<file path="config.mk">
export PLATFORM = sky130hd
export DESIGN_NAME = rsi_top
export DESIGN_NICKNAME = d
export VERILOG_FILES = /design/src/hw/rsi_classify.v /design/src/hw/rsi_top.v
export VERILOG_INCLUDE_DIRS = /design/src /design/src/hw
export SDC_FILE = /design/constraint.sdc
export NUM_CORES = 1
export LEC_CHECK = 0
export ABC_AREA = 1
export BUFFER_PORTS_ARGS = -buffer_cell sky130_fd_sc_hd__buf_4
export CAP_MARGIN = 20
export CORE_MARGIN = 4
export CORE_UTILIZATION = 53
export DETAILED_ROUTE_END_ITERATION = 16
export GPL_ROUTABILITY_DRIVEN = 0
export HOLD_SLACK_MARGIN = 0.15
export PLACE_DENSITY = 0.94
export RECOVER_POWER = 25
export SETUP_SLACK_MARGIN = 0.2
export SYNTH_ARGS = -nofsm -noshare
export SYNTH_HDL_FRONTEND = slang
export SYNTH_HIERARCHICAL = 1
export SYNTH_SLANG_ARGS = --single-unit
</file>
<file path="constraint.sdc">
create_clock -name pclk -period 3.8 [get_ports pclk]
set_input_delay 0.76 -clock pclk [delete_from_list [all_inputs] [get_ports pclk]]
set_output_delay 0.76 -clock pclk [all_outputs]
set_load 0.01 [all_outputs]
</file>
<file path="src/hw/rsi_regs.vh">
`ifndef RSI_REGS_VH
`define RSI_REGS_VH
// apb byte offsets
`define RSI_OFF_STATUS    12'h000
`define RSI_OFF_RFLAG     12'h004
`define RSI_OFF_CTRL      12'h008
`define RSI_OFF_IRQ_STAT  12'h00C
`define RSI_OFF_IRQ_MASK  12'h010
`define RSI_OFF_CAUSE     12'h014
// status register fields
`define RSI_BIT_PDF       1
`define RSI_BIT_TOF       0
// reset flag register fields
`define RSI_BIT_LOW_VOLTAGE_RESET_FLAG      2
// control register fields
`define RSI_BIT_INT_EN    0
`define RSI_BIT_TMR_ON    1
`define RSI_BIT_IO_OUT    2
// irq status fields, one per reset class
`define RSI_IRQ_POR       0
`define RSI_IRQ_LVR       1
`define RSI_IRQ_WDT_RUN   2
`define RSI_IRQ_WDT_LP    3
// cause codes
`define RSI_CAUSE_NONE    3'h0
`define RSI_CAUSE_POR     3'h1
`define RSI_CAUSE_LVR     3'h2
`define RSI_CAUSE_WDT_RUN 3'h3
`define RSI_CAUSE_WDT_LP  3'h4
// reset values
`define RSI_RST_PC        16'h0000
`define RSI_RST_MASK      4'h0
`endif

</file>
<file path="src/hw/rsi_classify.v">
`default_nettype none
module rsi_classify (
    // reset sources
    input  wire       por_event,
    input  wire       lvr_event,
    input  wire       wdt_event,
    // mode at the time
    input  wire       low_power_mode,
    // class
    output reg  [2:0] cause
);
`include "rsi_regs.vh"
    // power-on outranks low-voltage, which outranks watchdog
    always @* begin
        if (por_event) begin
            cause = `RSI_CAUSE_POR;
        end else if (lvr_event && !low_power_mode) begin
            cause = `RSI_CAUSE_LVR;
        end else if (wdt_event && low_power_mode) begin
            cause = `RSI_CAUSE_WDT_LP;
        end else if (wdt_event) begin
            cause = `RSI_CAUSE_WDT_RUN;
        end else begin
            cause = `RSI_CAUSE_NONE;
        end
    end
endmodule // rsi_classify
`default_nettype wire

</file>
<file path="src/hw/rsi_top.v">
// The placing of the registers and register access over APB are this design's own decisions.
`default_nettype none
module rsi_top #(
    parameter PC_W     = 16,
    parameter SP_W     = 3,
    parameter IO_W     = 16,
    parameter WDT_W    = 16,
    parameter TB_W     = 16,
    parameter LVR_QUAL = 4
) (
    // apb
    input  wire              pclk,
    input  wire              presetn,
    input  wire              psel,
    input  wire              penable,
    input  wire              pwrite,
    input  wire [11:0]       paddr,
    input  wire [31:0]       pwdata,
    output reg  [31:0]       prdata,
    output reg               pready,
    output reg               pslverr,
    // reset sources, synchronous to pclk
    input  wire              por_req,
    input  wire              lvr_low,
    input  wire              wdt_overflow,
    input  wire              low_power_mode,
    input  wire              wdt_clear,
    // to the core and peripherals
    output reg               core_reset,
    output reg  [PC_W-1:0]   pc_init,
    output reg  [SP_W-1:0]   sp_init,
    output reg               int_enable,
    output reg               timer_on,
    output reg  [IO_W-1:0]   io_dir_out,
    output reg  [WDT_W-1:0]  wdt_count,
    output reg  [TB_W-1:0]   tb_count,
    output reg               irq
);
`include "rsi_regs.vh"
    localparam ST_RUN   = 2'h0;
    localparam ST_RESET = 2'h1;
    localparam QW       = 4;

    reg  [1:0]  state_reg;
    reg  [2:0]  pend_reg;
    reg  [QW-1:0] lvr_cnt_reg;
    reg         lvr_seen_reg;
    reg         tof_reg;
    reg         pdf_reg;
    reg         low_voltage_reset_flag_reg;
    reg  [3:0]  irq_stat_reg;
    reg  [3:0]  irq_mask_reg;
    reg  [2:0]  last_cause_reg;
    reg         por_pend_reg;
    wire [2:0]  cause;
    wire        lvr_qual;
    wire        wr;
    wire        rd;
    reg  [3:0]  irq_set;
    reg  [31:0] rd_mux;

    // low-voltage needs LVR_QUAL consecutive low cycles; ignored in low-power modes
    assign lvr_qual = lvr_low && !low_power_mode && (lvr_cnt_reg == LVR_QUAL[QW-1:0] - 4'h1)
                      && !lvr_seen_reg;
    assign wr = psel && penable && pwrite;
    assign rd = psel && !penable && !pwrite;

    rsi_classify u_cls (
        .por_event      (por_pend_reg),
        .lvr_event      (lvr_qual),
        .wdt_event      (wdt_overflow),
        .low_power_mode (low_power_mode),
        .cause          (cause)
    );

    function [3:0] cause_bit;
        input [2:0] c;
        begin
            case (c)
                `RSI_CAUSE_POR:     cause_bit = 4'h1;
                `RSI_CAUSE_LVR:     cause_bit = 4'h2;
                `RSI_CAUSE_WDT_RUN: cause_bit = 4'h4;
                `RSI_CAUSE_WDT_LP:  cause_bit = 4'h8;
                default:            cause_bit = 4'h0;
            endcase
        end
    endfunction

    always @(posedge pclk or negedge presetn) begin
        if (!presetn) begin
            lvr_cnt_reg  <= {QW{1'b0}};
            lvr_seen_reg <= 1'b0;
        end else if (!lvr_low || low_power_mode) begin
            lvr_cnt_reg  <= {QW{1'b0}};
            lvr_seen_reg <= 1'b0;
        end else if (lvr_cnt_reg != LVR_QUAL[QW-1:0] - 4'h1) begin
            lvr_cnt_reg <= lvr_cnt_reg + 4'h1;
        end else begin
            lvr_seen_reg <= 1'b1;
        end
    end

    // state machine: one cycle of core reset per event, flags applied at release
    always @(posedge pclk or negedge presetn) begin
        if (!presetn) begin
            state_reg    <= ST_RESET;
            pend_reg     <= `RSI_CAUSE_POR;
            por_pend_reg <= 1'b1;
            core_reset   <= 1'b1;
        end else begin
            por_pend_reg <= por_req;
            case (state_reg)
                ST_RUN: begin
                    if (cause != `RSI_CAUSE_NONE) begin
                        state_reg  <= ST_RESET;
                        pend_reg   <= cause;
                        core_reset <= 1'b1;
                    end
                end
                ST_RESET: begin
                    state_reg  <= ST_RUN;
                    core_reset <= 1'b0;
                end
                default: begin
                    state_reg  <= ST_RUN;
                    core_reset <= 1'b0;
                end
            endcase
        end
    end

    wire release_now = (state_reg == ST_RESET);
    wire full_reset  = release_now && (pend_reg != `RSI_CAUSE_WDT_LP);

    // flags updated in the release cycle
    always @(posedge pclk or negedge presetn) begin
        if (!presetn) begin
            tof_reg        <= 1'b0;
            pdf_reg        <= 1'b0;
            last_cause_reg <= `RSI_CAUSE_NONE;
        end else if (release_now) begin
            last_cause_reg <= pend_reg;
            case (pend_reg)
                `RSI_CAUSE_POR: begin
                    tof_reg <= 1'b0;
                    pdf_reg <= 1'b0;
                end
                `RSI_CAUSE_WDT_RUN: begin
                    tof_reg <= 1'b1;
                end
                `RSI_CAUSE_WDT_LP: begin
                    tof_reg <= 1'b1;
                    pdf_reg <= 1'b1;
                end
                default: begin
                    tof_reg <= tof_reg;
                end
            endcase
        end
    end

    // core and peripheral initial state
    always @(posedge pclk or negedge presetn) begin
        if (!presetn) begin
            pc_init    <= {PC_W{1'b0}};
            sp_init    <= {SP_W{1'b0}};
            int_enable <= 1'b0;
            timer_on   <= 1'b0;
            io_dir_out <= {IO_W{1'b0}};
            wdt_count  <= {WDT_W{1'b0}};
            tb_count   <= {TB_W{1'b0}};
        end else begin
            if (release_now) begin
                pc_init <= `RSI_RST_PC;
                sp_init <= {SP_W{1'b0}};
            end
            if (full_reset) begin
                int_enable <= 1'b0;
                timer_on   <= 1'b0;
                io_dir_out <= {IO_W{1'b0}};
            end else if (wr && paddr == `RSI_OFF_CTRL) begin
                int_enable <= pwdata[`RSI_BIT_INT_EN];
                timer_on   <= pwdata[`RSI_BIT_TMR_ON];
                io_dir_out <= {IO_W{pwdata[`RSI_BIT_IO_OUT]}};
            end
            // counters restart from zero on every reset but a low-power watchdog one, and run with no software action
            if (full_reset || wdt_clear) begin
                wdt_count <= {WDT_W{1'b0}};
            end else begin
                wdt_count <= wdt_count + {{(WDT_W-1){1'b0}}, 1'b1};
            end
            if (full_reset) begin
                tb_count <= {TB_W{1'b0}};
            end else begin
                tb_count <= tb_count + {{(TB_W-1){1'b0}}, 1'b1};
            end
        end
    end

    // low-voltage flag and event interrupts: set wins over clear
    always @* begin
        irq_set = release_now ? cause_bit(pend_reg) : 4'h0;
    end

    always @(posedge pclk or negedge presetn) begin
        if (!presetn) begin
            low_voltage_reset_flag_reg     <= 1'b0;
            irq_stat_reg <= 4'h0;
            irq_mask_reg <= `RSI_RST_MASK;
        end else begin
            if (release_now && pend_reg == `RSI_CAUSE_LVR) begin
                low_voltage_reset_flag_reg <= 1'b1;
            end else if (wr && paddr == `RSI_OFF_RFLAG) begin
                low_voltage_reset_flag_reg <= low_voltage_reset_flag_reg & pwdata[`RSI_BIT_LOW_VOLTAGE_RESET_FLAG];
            end
            if (wr && paddr == `RSI_OFF_IRQ_STAT) begin
                irq_stat_reg <= (irq_stat_reg & ~pwdata[3:0]) | irq_set;
            end else begin
                irq_stat_reg <= irq_stat_reg | irq_set;
            end
            if (wr && paddr == `RSI_OFF_IRQ_MASK) begin
                irq_mask_reg <= pwdata[3:0];
            end
        end
    end

    always @* begin
        case (paddr)
            `RSI_OFF_STATUS:   rd_mux = {30'h0, pdf_reg, tof_reg};
            `RSI_OFF_RFLAG:    rd_mux = {29'h0, low_voltage_reset_flag_reg, 2'h0};
            `RSI_OFF_CTRL:     rd_mux = {29'h0, io_dir_out[0], timer_on, int_enable};
            `RSI_OFF_IRQ_STAT: rd_mux = {28'h0, irq_stat_reg};
            `RSI_OFF_IRQ_MASK: rd_mux = {28'h0, irq_mask_reg};
            `RSI_OFF_CAUSE:    rd_mux = {29'h0, last_cause_reg};
            default:           rd_mux = 32'h0;
        endcase
    end

    // zero-wait apb: data latched in setup, ready in access
    always @(posedge pclk or negedge presetn) begin
        if (!presetn) begin
            prdata  <= 32'h0;
            pready  <= 1'b0;
            pslverr <= 1'b0;
            irq     <= 1'b0;
        end else begin
            if (rd) begin
                prdata <= rd_mux;
            end
            pready  <= psel && !penable;
            pslverr <= psel && !penable && (paddr > `RSI_OFF_CAUSE || paddr[1:0] != 2'h0);
            irq     <= |((irq_stat_reg | irq_set) & irq_mask_reg);
        end
    end
endmodule // rsi_top
`default_nettype wire

</file>
==> impl_metrics.env, run 1 <==
export IMPL_wl_per_cell_um=12.9
export IMPL_synth_fa_ha_area_share_pct=0.971
export IMPL_critPathKind="reg2reg"
export IMPL_grt_pass1_wl_um=13500
export IMPL_cts_hold_buf=0
export IMPL_ir_worst_vdd_mv=0.282
export IMPL_drive_gt1_share_pct=23.5
export IMPL_synth_top_family_by_area="simple AND/OR/NAND/NOR gates"
export IMPL_portBuffers=83
export IMPL_rsz0062_at_grt="false"
export IMPL_cts_path_max_buffers=2
export IMPL_synth_cells=472
export IMPL_skew_ps=9.89
export IMPL_syn_area_mm2=0.00387
export IMPL_cp_common_cell="inv_1"
export IMPL_hold_viol=0
export IMPL_crit_chain="inv_1 > nor2_4 > inv_1 > nand2_1 > inv_1 > nand2_1 > o31ai_1"
export IMPL_cp_start_kind="register"
export IMPL_synthFlopType="dfrtp_1"
export IMPL_first_global_vias=3071
export IMPL_worstMarginPinSlew_ps=1580
export IMPL_synth_mux_area_fraction_pct=0.777
export IMPL_syn_avg_cell_area_um2=8.19
export IMPL_placed_area_mm2=0.00429
export IMPL_cts_tree="built"
export IMPL_core_area_mm2=0.00694
export IMPL_synth_edf_count=0
export IMPL_clk_pin_slew_ps=70
export IMPL_vias=3203
export IMPL_status="finished with violations"
export IMPL_io_pins=159
export IMPL_grtUsageTotal_pct=19.2
export IMPL_drt_iter0_markers=152
export IMPL_min_delay_path_class="reg2reg"
export IMPL_ctsRootBufferMaster="clkbuf_8"
export IMPL_finalNetCount=605
export IMPL_async_flop_share_pct=100
export IMPL_drv_slew=67
export IMPL_finalInstanceArea_mm2=0.00450
export IMPL_dpl_worst_slack_ps=1770
export IMPL_crit_arrival_ps=2200
export IMPL_ctsResizeCount=0
export IMPL_synth_seq_area_share_pct=42.8
export IMPL_slew_headroom_pct=-5.07
export IMPL_synthXorXnorAreaFrac_pct=2.27
export IMPL_cts_sinks=66
export IMPL_grt_overflow_total=0
export IMPL_slowest_delay_ps=600
export IMPL_cap_violations=1
export IMPL_crit_required_ps=4010
export IMPL_die_width_um=93.4
export IMPL_via_per_inst=4.94
export IMPL_fin_cells=649
export IMPL_synthDistinctLibCells=37
export IMPL_slowest_stage="dfstp_1"
export IMPL_initial_core_util_pct=55.7
export IMPL_fp_row_count=30
export IMPL_numCtsBuffers=9
export IMPL_clock_latency_ps=340
export IMPL_postRouteAntennaNets=0
export IMPL_syn_to_final_growth_pct=16.3
export IMPL_power_density_mw_per_mm2=383
export IMPL_fp_dieArea_mm2=0.00873
export IMPL_dr_pass1_iters=4
export IMPL_antenna_found_initial=0
export IMPL_cts_htree_levels=3
export IMPL_nFillCells=593
export IMPL_dp_cells=633
export IMPL_route_detailed_drc=0
export IMPL_post_cts_buffers=0
export IMPL_setup_slack_ps=1810
export IMPL_violations="capacitance limit, slew limit"
export IMPL_setup_viol=0
export IMPL_whs_ps=479
export IMPL_path_max_fanout=14
export IMPL_synth_simple_area_share_pct=27.6
export IMPL_postRouteWirelength_um=8380
export IMPL_fmax_mhz=502
export IMPL_die_height_um=93.4
export IMPL_synth_compound_area_share_pct=7.41
export IMPL_grt_max_degree=67
export IMPL_fin_crit_sh_pct=52.4
export IMPL_worstSetupEndpointType="register"
export IMPL_top_regs="tb_count x16, wdt_count x16"
export IMPL_min_period_ps=1990
export IMPL_ys_ff_latch=66
export IMPL_dpl_hpwl_um=6260
export IMPL_leakage_uw=0.00236
export IMPL_synth_warning_count=6
export IMPL_fin_tns_setup_ps=0
export IMPL_antenna_cells=0
## final cells by class
class | instances | area [um2] | share of cell area (%)
repair buffers | 83 | 617 | 13.7
clock buffers | 14 | 173 | 3.84
inverters | 56 | 210 | 4.68
well taps | 96 | 120 | 2.67
clock inverters | 2 | 35.0 | 0.779
multi-input cells | 332 | 1690 | 37.5
flip-flops and latches | 66 | 1660 | 36.8
## final timing paths
kind                                                  to                     startpoint  cells after the start  slack, ps
hold reg to reg            last_cause_reg[1]$_DFFE_PN0P_  last_cause_reg[1]$_DFFE_PN0P_                      2        480
hold / removal             last_cause_reg[1]$_DFFE_PN0P_  last_cause_reg[1]$_DFFE_PN0P_                      2        480
max in group asynchronous          tb_count[2]$_DFF_PN0_                        presetn                      1       2040
setup / recovery                  int_enable$_DFFE_PN0P_       state_reg[0]$_DFFE_PN1P_                      7       1810
min in group asynchronous        wdt_count[12]$_DFF_PN0_                        presetn                      1        810
setup reg to reg                  int_enable$_DFFE_PN0P_       state_reg[0]$_DFFE_PN1P_                      7       1810
## cell usage after synthesis (all sizes together) (3+ instances only)
cell	instances	area (um2)
nor3	10	77.6
ha	3	37.5
o21ai	25	125
nand4	4	25.0
dfrtp	63	1580
nand2	99	382
nor2	68	355
nand3	33	195
o31ai	3	22.5
dfstp	3	78.8
xor2	8	70.1
a21oi	17	85.1
inv	56	210
buf	64	488
## cells in the final DEF (no fill, tap or decap), types with 2 or more instances in the layout
| cell type | instances |
|---|---|
| ha_1 | 3 |
| nor2_8 | 2 |
| inv_1 | 54 |
| inv_2 | 2 |
| nand4_1 | 4 |
| nand3_4 | 2 |
| nor2_2 | 6 |
| o21ai_0 | 23 |
| nor2_4 | 7 |
| o21ai_1 | 2 |
| o31ai_1 | 3 |
| nor3_1 | 7 |
| dfstp_2 | 2 |
| nor2_1 | 53 |
| conb_1 | 47 |
| nand2_2 | 4 |
| nor3_4 | 2 |
| nand3_1 | 30 |
| clkbuf_1 | 3 |
| or2_2 | 2 |
| a21oi_1 | 17 |
| clkbuf_8 | 12 |
| clkbuf_4 | 2 |
| nor4_1 | 2 |
| mux2_4 | 2 |
| nand2_1 | 95 |
| dfrtp_1 | 63 |
| xnor2_1 | 2 |
| buf_4 | 79 |
| xor2_1 | 8 |
## critical path: cells and delay by family (launching register included)
family	cells	cell delay [ps]
and+or+nand+nor	3	660
AOI/OAI and AO/OA	1	80
buffers and inverters	3	520
DFF	1	600
## stage by stage
stage	utilization (%)	total power, uW
3_3_place_gp	61.8	1090
6_report	64.7	1720
3_5_place_dp	61.8	1110
2_1_floorplan	-	1040
5_1_grt	64.7	1800
4_1_cts	64.8	1730
## kinds of logic after synthesis
logic type,after synthesis
other cells,1
flops,66
buf+inv,120
fa+ha+maj,3
simple gates,219
compound gates,51
xor+xnor,10
mux,2
## power by group
part / internal, uW / leakage [uW] / switching, uW
Sequential: 766 / 0.000876 / 52.3
Combinational: 106 / 0.00138 / 178
Clock: 357 / 0.000107 / 260
## layer usage
metal / global-route usage, % / vias up / part of all wire, % / wire length (um)
met5: 0 / - / 0 / 0
met4: 6.11 / 0 / 2.2 / 182
met3: 6.52 / 23 / 9.7 / 812
met2: 33.3 / 153 / 50 / 4170
met1: 22.2 / 1484 / 38 / 3210
li1: - / 1543 / - / -
Power figures use the tool's default switching activity.
==> run 2, diff against run 1 <==
Settings changed: CORE_UTILIZATION 53 to 44, PLACE_DENSITY 0.94 to 0.84.
Clock period 3.8 ns to 1.6 ns, I/O delays scaled along.
==> run 2 against run 1 <==
The flow now finishes without violations. Sequential power rose by 140%. Die area rose by 19%. Hold slack got worse by 250 ps. Clock skew fell by 1.0 ps. Combinational power rose to 2.9 times the previous value. Register-to-register slack got worse by 1700 ps. Critical path depth rose by 1. Worst setup slack got worse by 1700 ps. Sequential cell count did not move. Cell count rose by 8.3%. Global-route usage fell by 2.8 points. Via count rose by 4.2%.
==> impl_metrics.env, run 2 (synthesis results as in run 1) <==
export IMPL_status="completed"
export IMPL_dr_pass1_iters=4
export IMPL_slew_headroom_pct=59.8
export IMPL_fin_crit_sh_pct=90.4
export IMPL_drv_slew=0
export IMPL_layout_cells_most_common="buf_4"
export IMPL_fp_row_count=33
export IMPL_final_cell_mix="118 x buf_4, 88 x nand2_1, 60 x dfrtp_1"
export IMPL_die_width_um=102
export IMPL_slowest_delay_ps=400
export IMPL_wl_per_cell_um=12.8
export IMPL_multi_input_area_mm2=0.00178
export IMPL_finalNetCount=650
export IMPL_antenna_found_initial=0
export IMPL_top_regs="tb_count x16, wdt_count x16"
export IMPL_placed_area_mm2=0.00438
export IMPL_io_pins=159
export IMPL_initial_core_util_pct=46.1
export IMPL_fin_tns_setup_ps=0
export IMPL_grtUsageTotal_pct=16.4
export IMPL_nFillCells=739
export IMPL_grt_pass1_wl_um=13700
export IMPL_crit_required_ps=1820
export IMPL_fp_dieArea_mm2=0.0104
export IMPL_grt_overflow_total=0
export IMPL_hold_viol=0
export IMPL_finalInstanceArea_mm2=0.00504
export IMPL_crit_chain="ha_2 > nand2_4 > nor3_4 > nand2_2 > inv_2 > nand3_2 > nor2_2 > nor2_1"
export IMPL_fmax_mhz=691
export IMPL_critPathKind="reg2reg"
export IMPL_first_global_vias=3027
export IMPL_route_detailed_drc=0
export IMPL_worstMarginPinSlew_ps=603
export IMPL_cts_sinks=66
export IMPL_skew_ps=8.85
export IMPL_crit_arrival_ps=1670
export IMPL_ir_worst_vdd_mv=0.562
export IMPL_slowest_stage="dfrtp_1"
export IMPL_worstSetupEndpointType="register"
export IMPL_cp_start_kind="register"
export IMPL_ctsRootBufferMaster="clkbuf_8"
export IMPL_dpl_worst_slack_ps=19.2
export IMPL_cts_htree_levels=3
export IMPL_cap_violations=0
export IMPL_rsz0062_at_grt="true"
export IMPL_power_density_mw_per_mm2=927
export IMPL_setup_slack_ps=154
export IMPL_leakage_uw=0.00265
export IMPL_min_period_ps=1450
export IMPL_setup_viol=0
export IMPL_cts_tree="built"
export IMPL_numCtsBuffers=9
export IMPL_cts_path_max_buffers=2
export IMPL_portBuffers=83
export IMPL_final_seq_area_mm2=0.00166
export IMPL_via_per_inst=4.75
export IMPL_antenna_cells=0
export IMPL_grt_max_degree=42
export IMPL_drt_iter0_markers=129
export IMPL_clock_latency_ps=340
export IMPL_drive_gt1_share_pct=33.8
export IMPL_postRouteAntennaNets=0
export IMPL_clk_pin_slew_ps=80
export IMPL_min_delay_path_class="in2reg"
export IMPL_syn_to_final_growth_pct=30.3
export IMPL_dpl_hpwl_um=6430
export IMPL_die_height_um=102
export IMPL_core_area_mm2=0.00838
export IMPL_path_max_fanout=4
export IMPL_vias=3339
export IMPL_postRouteWirelength_um=9000
run 2: cell types whose count changed in the layout (fill, tap and decap cells not counted), moves of 5 or more:
cell | before | now
nand2_1 | 95 | 88
nand2_2 | 4 | 10
nor2_1 | 53 | 48
buf_4 | 79 | 118
run 2: worst max-delay path, delay by kind of cell, from the launching register on:
family,cells,cell delay [ps]
simple gates,6,610
fa+ha+maj,1,230
buf+inv,1,90
flops,1,400
run 2: timing repair:
item | CTS | global route
buffers inserted | 13 | 21
pin swaps | 11 | 16
setup endpoints to repair | 31 | 45
resized for setup | 19 | 19
hold endpoints to repair | 66 | 0
cloned | 0 | 0
hold buffers | 3 | 0
run 2: routing by layer:
layer / wire length (um) / vias to the layer above / global-route usage [%]
met3: 617 / 11 / 3.79
met4: 128 / 0 / 5.73
met2: 4650 / 119 / 27.9
li1: - / 1633 / -
met5: 0 / - / 0
met1: 3610 / 1576 / 20.4
run 2: area by class of cell:
class,instances,area share (%)
Clock inverter,6,2.73
Tap cell,105,2.61
Inverter,56,4.22
Sequential cell,66,32.9
Multi-Input combinational cell,332,35.3
Timing Repair Buffer,128,19.5
Clock buffer,10,2.73
run 2: final timing paths:
| path | start | to | slack (ps) | cells past startpoint |
|---|---|---|---|---|
| worst min-delay path | psel | pready$_DFF_PN0_ | 230 | 3 |
| worst min register to register | prdata[0]$_DFFE_PN0P_ | prdata[0]$_DFFE_PN0P_ | 490 | 2 |
| worst max register to register | tb_count[0]$_DFF_PN0_ | tb_count[12]$_DFF_PN0_ | 150 | 8 |
| max in group asynchronous | presetn | tb_count[2]$_DFF_PN0_ | 460 | 3 |
| min in group asynchronous | presetn | por_pend_reg$_DFF_PN1_ | 530 | 2 |
| worst max-delay path | tb_count[0]$_DFF_PN0_ | tb_count[12]$_DFF_PN0_ | 150 | 8 |
run 2: metrics by stage:
| step | total power (uW) | hold slack [ps] | cells | util [%] |
|---|---|---|---|---|
| floorplan | 2460 | 24.4 | 518 | - |
| global placement | 2630 | 294 | 650 | 52.2 |
| detailed placement | 2670 | 298 | 650 | 52.2 |
| CTS | 4620 | 213 | 682 | 57.6 |
| global route | 4890 | 222 | 703 | 60.1 |
| finish | 4670 | 227 | 703 | 60.1 |
run 2: power breakdown:
| group | switching [uW] | internal [uW] | total (uW) |
|---|---|---|---|
| Clock | 667 | 1240 | 1910 |
| Combinational | 461 | 353 | 813 |
| Sequential | 127 | 1820 | 1950 |
